File: config.mk
export PLATFORM = sky130hd
export DESIGN_NAME = ssdp_top
export DESIGN_NICKNAME = d
export VERILOG_FILES = /design/src/hdl/ssdp_mem.v /design/src/hdl/ssdp_top.v
export VERILOG_INCLUDE_DIRS = /design/src /design/src/hdl
export SDC_FILE = /design/constraint.sdc
export NUM_CORES = 2
export LEC_CHECK = 0
export BUFFER_PORTS_ARGS = -buffer_cell sky130_fd_sc_hd__buf_2
export CORE_UTILIZATION = 57
export CTS_CLUSTER_DIAMETER = 120
export DETAILED_ROUTE_END_ITERATION = 6
export PLACE_DENSITY = 0.77
export SYNTH_ARGS = -nofsm -noshare
export SYNTH_HDL_FRONTEND = slang
export SYNTH_SLANG_ARGS = --single-unit
File: constraint.sdc
create_clock -name SYS_CLK -period 3.15 [get_ports SYS_CLK]
set_input_delay 0.7875 -clock SYS_CLK [delete_from_list [all_inputs] [get_ports SYS_CLK]]
set_output_delay 0.7875 -clock SYS_CLK [all_outputs]
set_load 0.05 [all_outputs]
File: src/hdl/ssdp_defines.vh
// Purpose: constants for the small simple dual-port memory block
// Assumes: one clock domain, 576-bit array
// Notes: shapes are coded as a width select
`ifndef SSDP_DEFINES_VH
`define SSDP_DEFINES_VH
`define SSDP_BITS 576
`define SSDP_ROWS 32
`define SSDP_ROW_W 18
`define SSDP_ADDR_W 9
`define SSDP_DATA_W 18
`define SSDP_SHAPE_W 3
`define SSDP_SHAPE_1 3'h0
`define SSDP_SHAPE_2 3'h1
`define SSDP_SHAPE_4 3'h2
`define SSDP_SHAPE_8 3'h3
`define SSDP_SHAPE_9 3'h4
`define SSDP_SHAPE_16 3'h5
`define SSDP_SHAPE_18 3'h6
`define SSDP_MODE_W 5
`define SSDP_MODE_SDP 5'h01
`define SSDP_MODE_SP 5'h02
`define SSDP_MODE_FIFO 5'h04
`define SSDP_MODE_ROM 5'h08
`define SSDP_MODE_SHIFT 5'h10
`define SSDP_PTR_W 6
`endif

File: src/hdl/ssdp_mem.v
// Purpose: 32 x 18 storage array with registered read data
// Assumes: single clock, bit-level write mask
// Notes: contents start from an init vector; only load, which the top raises in reset, reseeds the array
`timescale 1ns/1ps
`default_nettype none
`include "ssdp_defines.vh"
module ssdp_mem #(
    parameter [`SSDP_BITS-1:0] INIT = {`SSDP_BITS{1'b0}}
) (
    input wire clk,
    input wire load,
    input wire we,
    input wire [4:0] waddr,
    input wire [`SSDP_ROW_W-1:0] wmask,
    input wire [`SSDP_ROW_W-1:0] wdata,
    input wire re,
    input wire [4:0] raddr,
    output reg [`SSDP_ROW_W-1:0] rdata_ff
);
    reg [`SSDP_ROW_W-1:0] mem [0:`SSDP_ROWS-1];
    integer i;
    always @(posedge clk) begin
        // Read before write gives old data on a collision
        if (re) begin
            rdata_ff <= mem[raddr];
        end
        for (i = 0; i < `SSDP_ROWS; i = i + 1) begin
            if (load) begin
                mem[i] <= INIT[i*`SSDP_ROW_W +: `SSDP_ROW_W];
            end else if (we && (waddr == i[4:0])) begin
                mem[i] <= (mem[i] & ~wmask) | (wdata & wmask);
            end
        end
    end
endmodule
`default_nettype wire

File: src/hdl/ssdp_top.v
// Purpose: small simple dual-port memory with RAM, ROM, FIFO and shift modes
// Assumes: inputs synchronous to SYS_CLK; second clock arrives as an enable
// Notes: shapes fold onto one 32 x 18 array by address and bit lane
`timescale 1ns/1ps
`default_nettype none
`include "ssdp_defines.vh"
// Summary of operation
// - The array holds 576 bits; only the x9 and x18 shapes reach all of them, the other shapes use 512.
// - One write port and one read port only, no second read/write port.
// - Mode select: simple dual-port, single-port, FIFO, ROM or shift register.
// - Shapes 512x1 through 32x18 select the word width and depth.
// - RAM and ROM start with preloaded contents until overwritten.
// - Write strobe, data and address registers share the input clock.
// - Read address, read strobe and output registers pick either clock.
// - Read/write clocking or input/output clocking where only output uses clock two.
// - Only the output register can be bypassed; input registers always stay.
module ssdp_top #(
    parameter [`SSDP_BITS-1:0] INIT = {`SSDP_BITS{1'b0}}
) (
    input wire SYS_CLK,
    input wire NRST,
    input wire [`SSDP_MODE_W-1:0] MODE,
    input wire [`SSDP_SHAPE_W-1:0] SHAPE,
    input wire CLK1_EN,
    input wire CLK2_EN,
    input wire RD_ON_CLK2,
    input wire OUT_ON_CLK2,
    input wire OUT_BYPASS,
    input wire OUT_CLR,
    input wire WR_EN,
    input wire [`SSDP_ADDR_W-1:0] WR_ADDR,
    input wire [`SSDP_DATA_W-1:0] WR_DATA,
    input wire RD_EN,
    input wire [`SSDP_ADDR_W-1:0] RD_ADDR,
    output wire [`SSDP_DATA_W-1:0] RD_DATA,
    output wire FIFO_FULL,
    output wire FIFO_EMPTY
);
    reg wen_ff, ren_ff, load_ff, rvalid_ff;
    reg [`SSDP_ADDR_W-1:0] waddr_ff, raddr_ff, rlane_ff;
    reg [`SSDP_DATA_W-1:0] wdata_ff, out_ff;
    reg [`SSDP_PTR_W:0] wptr_ff, rptr_ff;
    reg [`SSDP_PTR_W-1:0] shptr_ff;
    wire [`SSDP_ROW_W-1:0] mem_rdata;
    wire is_rom = (MODE == `SSDP_MODE_ROM);
    wire is_sp = (MODE == `SSDP_MODE_SP);
    wire is_fifo = (MODE == `SSDP_MODE_FIFO);
    wire is_shift = (MODE == `SSDP_MODE_SHIFT);
    // Read side registers follow the chosen clock enable
    wire rd_ce = RD_ON_CLK2 ? CLK2_EN : CLK1_EN;
    wire out_ce = (OUT_ON_CLK2 || RD_ON_CLK2) ? CLK2_EN : CLK1_EN;
    wire [`SSDP_PTR_W:0] fifo_cnt = wptr_ff - rptr_ff;
    wire [`SSDP_PTR_W:0] fifo_depth = (SHAPE == `SSDP_SHAPE_8 || SHAPE == `SSDP_SHAPE_9) ?
                                      7'h40 : 7'h20;
    assign FIFO_FULL = is_fifo && (fifo_cnt == fifo_depth);
    assign FIFO_EMPTY = is_fifo && (fifo_cnt == 7'h00);
    // Effective write/read strobes; ROM blocks writes
    wire wr_req = WR_EN && !is_rom && !(is_fifo && FIFO_FULL);
    wire rd_req = is_shift ? WR_EN : (is_fifo ? (RD_EN && !FIFO_EMPTY) : RD_EN);
    reg [`SSDP_ADDR_W-1:0] nxt_waddr, nxt_raddr;
    always @* begin
        nxt_waddr = WR_ADDR;
        nxt_raddr = is_sp ? WR_ADDR : RD_ADDR;
        if (is_fifo) begin
            nxt_waddr = {3'h0, wptr_ff[`SSDP_PTR_W-1:0]};
            nxt_raddr = {3'h0, rptr_ff[`SSDP_PTR_W-1:0]};
        end else if (is_shift) begin
            nxt_waddr = {3'h0, shptr_ff};
            nxt_raddr = {3'h0, shptr_ff};
        end
    end
    // Input registers always stay in the path
    always @(posedge SYS_CLK) begin
        if (!NRST) begin
            wen_ff <= 1'b0;
            waddr_ff <= 9'h000;
            wdata_ff <= 18'h00000;
            wptr_ff <= 7'h00;
            shptr_ff <= 6'h00;
            load_ff <= 1'b1;
        end else begin
            load_ff <= 1'b0;
            if (CLK1_EN) begin
                wen_ff <= wr_req;
                waddr_ff <= nxt_waddr;
                wdata_ff <= WR_DATA;
                if (is_fifo && wr_req) begin
                    wptr_ff <= wptr_ff + 7'h01;
                end
                if (is_shift && WR_EN) begin
                    shptr_ff <= (shptr_ff + 6'h01) & (fifo_depth[`SSDP_PTR_W-1:0] - 6'h01);
                end
            end else begin
                wen_ff <= 1'b0;
            end
        end
    end
    always @(posedge SYS_CLK) begin
        if (!NRST) begin
            ren_ff <= 1'b0;
            raddr_ff <= 9'h000;
            rptr_ff <= 7'h00;
        end else if (rd_ce) begin
            ren_ff <= rd_req;
            raddr_ff <= nxt_raddr;
            if (is_fifo && rd_req) begin
                rptr_ff <= rptr_ff + 7'h01;
            end
        end else begin
            ren_ff <= 1'b0;
        end
    end
    // Shape maps logical address to row and bit lane of the 32x18 array
    function [4:0] row_of;
        input [`SSDP_SHAPE_W-1:0] s;
        input [`SSDP_ADDR_W-1:0] a;
        begin
            case (s)
                `SSDP_SHAPE_1: row_of = a[8:4];
                `SSDP_SHAPE_2: row_of = a[7:3];
                `SSDP_SHAPE_4: row_of = a[6:2];
                `SSDP_SHAPE_8: row_of = a[5:1];
                `SSDP_SHAPE_9: row_of = a[5:1];
                default: row_of = a[4:0];
            endcase
        end
    endfunction
    function [4:0] lane_of;
        input [`SSDP_SHAPE_W-1:0] s;
        input [`SSDP_ADDR_W-1:0] a;
        begin
            case (s)
                `SSDP_SHAPE_1: lane_of = {1'b0, a[3:0]};
                `SSDP_SHAPE_2: lane_of = {1'b0, a[2:0], 1'b0};
                `SSDP_SHAPE_4: lane_of = {1'b0, a[1:0], 2'h0};
                `SSDP_SHAPE_8: lane_of = a[0] ? 5'h08 : 5'h00;
                `SSDP_SHAPE_9: lane_of = a[0] ? 5'h09 : 5'h00;
                default: lane_of = 5'h00;
            endcase
        end
    endfunction
    function [`SSDP_DATA_W-1:0] wmask_of;
        input [`SSDP_SHAPE_W-1:0] s;
        begin
            case (s)
                `SSDP_SHAPE_1: wmask_of = 18'h00001;
                `SSDP_SHAPE_2: wmask_of = 18'h00003;
                `SSDP_SHAPE_4: wmask_of = 18'h0000F;
                `SSDP_SHAPE_8: wmask_of = 18'h000FF;
                `SSDP_SHAPE_9: wmask_of = 18'h001FF;
                `SSDP_SHAPE_16: wmask_of = 18'h0FFFF;
                default: wmask_of = 18'h3FFFF;
            endcase
        end
    endfunction
    wire [4:0] wlane = lane_of(SHAPE, waddr_ff);
    wire [`SSDP_DATA_W-1:0] wmask = wmask_of(SHAPE) << wlane;
    wire [`SSDP_DATA_W-1:0] wshift = wdata_ff << wlane;
    // Array stays intact under clear; reset raises the load, which reseeds it from INIT
    ssdp_mem #(.INIT(INIT)) u_mem (
        .clk(SYS_CLK),
        .load(load_ff),
        .we(wen_ff),
        .waddr(row_of(SHAPE, waddr_ff)),
        .wmask(wmask),
        .wdata(wshift),
        .re(ren_ff),
        .raddr(row_of(SHAPE, raddr_ff)),
        .rdata_ff(mem_rdata)
    );
    always @(posedge SYS_CLK) begin
        if (!NRST) begin
            rlane_ff <= 9'h000;
            rvalid_ff <= 1'b0;
        end else begin
            rvalid_ff <= ren_ff;
            if (ren_ff) begin
                rlane_ff <= {4'h0, lane_of(SHAPE, raddr_ff)};
            end
        end
    end
    wire [`SSDP_DATA_W-1:0] rword = (mem_rdata >> rlane_ff[4:0]) & wmask_of(SHAPE);
    always @(posedge SYS_CLK) begin
        if (!NRST || OUT_CLR) begin
            out_ff <= 18'h00000;
        end else if (out_ce && rvalid_ff) begin
            out_ff <= rword;
        end
    end
    // Bypass exposes the array read word one stage earlier
    assign RD_DATA = OUT_BYPASS ? (OUT_CLR ? 18'h00000 : rword) : out_ff;
endmodule
`default_nettype wire
Word level (Yosys, flattened, before mapping)
Memories as Yosys holds them, arrays and structs flattened. A register that Yosys moved wholly into a read port is not among the register bits.
Cells that the tools add are included.

cells by class
  add/subtract/negate cells = 5
  equal/unequal tests = 41
  shift-type cells = 3
  mux-type cells = 152
  bitwise gates (word level) = 100
  reduce and logical (&&, ||, !) cells = 58

operator list
  operator             number
  $and 18x18->18       34
  $mux 18              34
  $or 18x18->18        32
  $pmux 18 s6          1
  $mux 1               103
  $eq 5x5->1 const B   17
  $eq 5x4->1 const B   9
  $mux 9               5
  $logic_and 1x1->1    42
  $pmux 4 s5           2
  $pmux 5 s4           2
  $shl 18x5->18        2
  $or 1x1->1           32
  $eq 5x3->1 const B   5
  $not 18->18          1
  $shr 18x5->18        1
  $mux 4               4
  $eq 5x2->1 const B   3
  $add 7x1->7 const B  2
  $reduce_and 2->1     5
  $eq 7x7->1           1
  $logic_not 7->1      1
  $mux 7               1
  $sub 7x7->7          1
  12 further kinds     19

word-level totals
  register bits = 83
  RAM bits = 576
  bits of input ports = 54
  output and inout bits = 20
  logic and storage cells = 372
  memories = 1

memory list
  name       words  width  read ports  clocked after Yosys merged registers in  wr ports  RTL line       text
  u_mem.mem  32     18     33          1                                        32        ssdp_mem.v:20  reg [`SSDP_ROW_W-1:0] mem [0:`SSDP_ROWS-1];

Depth between registers and ports, before layout
  word-level depth = 10
  mapped depth = 14
  mapped depth without buffers = 10

Cells and area by module
Synthesis repeated with hierarchy kept, for this count alone.

unflattened totals
  cell total of the unflattened synthesis = 3454
  area total of the unflattened synthesis = 36900.4 um^2

modules (own cells, without submodules)
  module    times used  cells each  area each (um^2)  seq. area each (um^2)
  ssdp_mem  1           2644        30600.6           17837.1
  ssdp_top  1           810         6299.8            1641.6

Worst setup path after synthesis
Ideal clock, no wire load.

  path type = input to output
  start = input SHAPE[2]
  end = output RD_DATA[9]
  arrival time = 3005 ps
  data required time = 2362 ps
  setup slack = -643 ps
  cell stages on the path = 6
  cells stage by stage = buf_2 > o21ai_1 > clkbuf_1 > clkbuf_1 > clkbuf_1 > o32ai_1

between the ends
  word-level cells in the longest chain between the ends = 5
  elaborated cells between the ends (all ways) = 10

RTL lines
  element                             RTL line        text
  start, declared                     ssdp_top.v:23   input wire [`SSDP_SHAPE_W-1:0] SHAPE,
  $eq 3x3->1 (tied with other cells)  ssdp_top.v:145  case (s)
  $pmux 18 s6 *                       ssdp_top.v:145
  $and 18x18->18 *                    ssdp_top.v:182  wire [`SSDP_DATA_W-1:0] rword = (mem_rdata >> rlane_ff[4:0]) & wmask_of(SHAPE);
  $mux 18 * (2 in series)             ssdp_top.v:191  assign RD_DATA = OUT_BYPASS ? (OUT_CLR ? 18'h00000 : rword) : out_ff;
  end, declared                       ssdp_top.v:35   output wire [`SSDP_DATA_W-1:0] RD_DATA,

Mark *: on every way between the ends. The rest lies on a longest branch, timed or not.

Final worst setup path
  start = register rptr_ff[2]
  end = output FIFO_FULL

between the ends
  word-level cells in the longest chain between the ends = 3

RTL lines
  element                 RTL line        text
  start, declared         ssdp_top.v:42   reg [`SSDP_PTR_W:0] wptr_ff, rptr_ff;
  start signal, assigned  ssdp_top.v:107  rptr_ff <= rptr_ff + 7'h01;
  $sub 7x7->7             ssdp_top.v:52   wire [`SSDP_PTR_W:0] fifo_cnt = wptr_ff - rptr_ff;
  $eq 7x7->1              ssdp_top.v:55   assign FIFO_FULL = is_fifo && (fifo_cnt == fifo_depth);
  $logic_and 1x1->1       ssdp_top.v:55
  end, declared           ssdp_top.v:36   output wire FIFO_FULL,

No other way between the ends.

==> flow_summary.ini <==
[floorplanning]
dieArea_um2 = 65600
initial_core_util_pct = 58.1
coreArea_um2 = 63400
row_count = 92
dieWidth_um = 256
io_pins = 74
die_h_um = 256

[logic_synthesis]
synthCells = 3725
synthesis.area_um2 = 36800
synth_area_leader_cell = edfxtp_1
synth_ff_type = edfxtp_1
async_flop_share_pct = 0
ys_ff_latch = 676
ys_warn_count = 0
synth_area_leaders = edfxtp_1 48%, a21oi_1 7.9%, mux2i_1 6.8%
synth-edff-count = 594
avgSynthCellArea_um2 = 9.89
ys_types = 71
synth.yosys.seq_area_share_pct = 52.9
syn_nets = 3788
synth_top_area_share_pct = 48.4

[critical_path]
cp_data_arrival_time_ns = 2.70
cp_max_fo = 4
cp-end-kind = output port
critical_path_class = flop to output port
start_kind = flop
cp.required_ns = 2.36

[drt]
dr.pass1.iters = 6
avgRoutedWirePerCell_um = 26.2
drtIter0Drc = 5190
wl_um = 127000
drc_errors = 0
detail-route-antenna-nets = 0
vias = 33379
via_per_inst = 6.89

[power_and_ir_drop]
vdd_drop_max_mv = 0.563
total_power_w = 0.0238
power_density_nw_per_um2 = 534
p_leak_nw = 16.2

[cts]
clk_path_buf_depth = 3
ctsHoldBuffers = 0
cts_tree = yes
root_buffer = clkbuf_16
numCtsBuffers = 72
cts.sinks = 676
clk-insertion-delay-late_ns = 0.64
clkTransAtPathRegs_ns = 0.06
htree_levels = 3

[sta]
max_slew.worst_pin.slew_ns = 0.844
slew_viol_final = 0
fin_skew_ns = 0.0293
fmax_mhz = 287
slew_headroom_pct = 43.7
setup_slack_ns = -0.336
final-setup-viol-count = 12
hold_viol = 0
whs_ns = 0.402
fin_crit_ns = 3.49
rsz0062_at_grt = true
period_share_pct = 111

[run_status]
status = complete, but fails checks
violations = negative setup slack

[job]
max_cap_viol_count = 0

[grt]
grt_use_total_pct = 37.2
grt_max_degree = 115
antenna_found_initial = 1
overflow = 0
grt_pass1_wl_um = 188000
grt_pass1_vias = 31565

[placed_design]
pre_cts_ws_ns = -0.656
dp_hpwl_um = 80600
gp_congestion = 1.02
port_buffers = 73

[final_layout]
syn_to_final_growth_pct = 21.1
nets = 4004
drive_gt1_share_pct = 21.3
fillers = 4397
ff_latch_area_um2 = 19500
multi_input_area_um2 = 16400

[worst_hold_path]
hold_class = input port to flop
==> where the power goes <==
part / internal (W) / switching, W
clock: 0.00493 / 0.00375
combinational: 0.00185 / 0.00301
sequential: 0.0101 / 0.000247
total: 0.0168 / 0.00700
==> metrics by stage <==
| stage | setup TNS, ns | utilization [%] | instance area [um^2] | instances |
|---|---|---|---|---|
| 2_1_floorplan | -0.0460 | - | 37000 | 3725 |
| 3_3_place_gp | -106.04 | 65.2 | 41400 | 4684 |
| 3_5_place_dp | -135.80 | 65.2 | 41400 | 4684 |
| 4_1_cts | -0.974 | 69.6 | 44100 | 4832 |
| 5_1_grt | -2.17 | 70.4 | 44600 | 4847 |
| 6_report | -1.64 | 70.4 | 44600 | 4848 |
==> cell families after synthesis <==
kind of cell / synth area share, %
xor gates and xnor gates: 0.309
adders and majority gates: 0.306
muxes: 9.61
DFF: 52.9
buffers and inverters: 4.68
AOI/OAI and AO/OA: 17.4
and+or+nand+nor: 14.9
==> synthesized netlist by cell type (34+ instances only) <==
library cell	count
a21o_1	34
a21oi_1	581
a311oi_1	71
and3_1	43
buf_2	119
clkbuf_1	216
dfxtp_1	82
edfxtp_1	594
inv_1	36
mux2_2	87
mux2i_1	250
nand2_1	508
nand3_1	123
nor2_1	181
nor3_1	249
o211ai_1	103
o21ai_0	134
o221ai_1	36
==> layout make-up <==
class	count	share of cell area, %
well taps	846	2.37
diodes	1	0.00561
clock buffers	87	4.35
inverters	38	0.328
flip-flops and latches	676	43.7
repair buffers	510	11.6
multi-input cells	2643	36.7
clock inverters	47	0.965
==> worst max-delay path, stage by stage, from the launching register on <==
cell,delay (ns)
dfxtp_2,0.37
inv_1,0.13
ha_4,0.19
a21o_1,0.22
nor3_1,0.24
a21oi_2,0.13
xor2_2,0.18
and3_4,0.20
o21ai_2,0.19
inv_2,0.06
buf_6,0.15
==> final timing paths <==
path                                          startpoint                     endpoint  slack [ns]  cells past startpoint
worst max-delay path             rptr_ff[2]$_SDFFE_PN0P_                    FIFO_FULL       -0.34                     10
worst min register to register   out_ff[10]$_SDFFE_PP0P_      out_ff[10]$_SDFFE_PP0P_        0.49                      2
worst max register to register  raddr_ff[4]$_SDFFE_PN0P_  u_mem.rdata_ff[0]$_DFFE_PP_        0.01                     10
worst min-delay path                          WR_DATA[3]     wdata_ff[3]$_SDFFE_PN0P_        0.40                      3
==> layout by cell type, fill, tap and decap left out, types with 8 or more instances in the layout <==
master     Yosys  routed
edfxtp_1     594     594
a21oi_1      581     574
nand2_1      508     506
buf_4          8     322
nor3_1       249     246
mux2i_1      250     232
nor2_1       181     178
o21ai_0      134     124
nand3_1      123     121
buf_12         0     110
o211ai_1     103     103
mux2_2        87      83
clkbuf_16      0      76
dfxtp_1       82      71
a311oi_1      71      64
buf_2        119      55
and3_1        43      41
o221ai_1      36      33
inv_1         36      32
a211oi_1      31      27
a21o_1        34      26
nor2b_1       23      22
clkinv_2       0      20
nand2b_1      21      19
buf_6          3      16
and2_1        16      15
clkinv_1       0      12
o22ai_1       24      11
mux2i_2        0      11
clkbuf_1     216      10
dfxtp_2        0       9
a21o_2         0       8
==> registers in the layout, indices dropped and copies added (netlist names), 4 cells and up <==
name,flops
out_ff,18
u_mem.mem,576
rlane_ff,4
rptr_ff,7
wptr_ff,7
u_mem.rdata_ff,18
waddr_ff,9
shptr_ff,6
raddr_ff,9
wdata_ff,18
==> layer usage <==
layer / vias up / share of wire (%) / global-route usage (%) / wire length [um]
met2: 2697 / 45 / 57.8 / 57700
met1: 15807 / 35 / 46.9 / 44000
met5: - / 0 / 0 / 0
met3: 566 / 13 / 9.26 / 16400
li1: 14309 / - / - / -
met4: 0 / 7.0 / 23.0 / 8930
==> what timing repair did <==
item | CTS | global route
setup endpoints to repair | 15 | 35
resized for setup | 75 | 76
setup buffers | 13 | 14
pin swaps | 18 | 18
cloned | 1 | 1
Note: power is estimated with default switching activity, not from simulation.
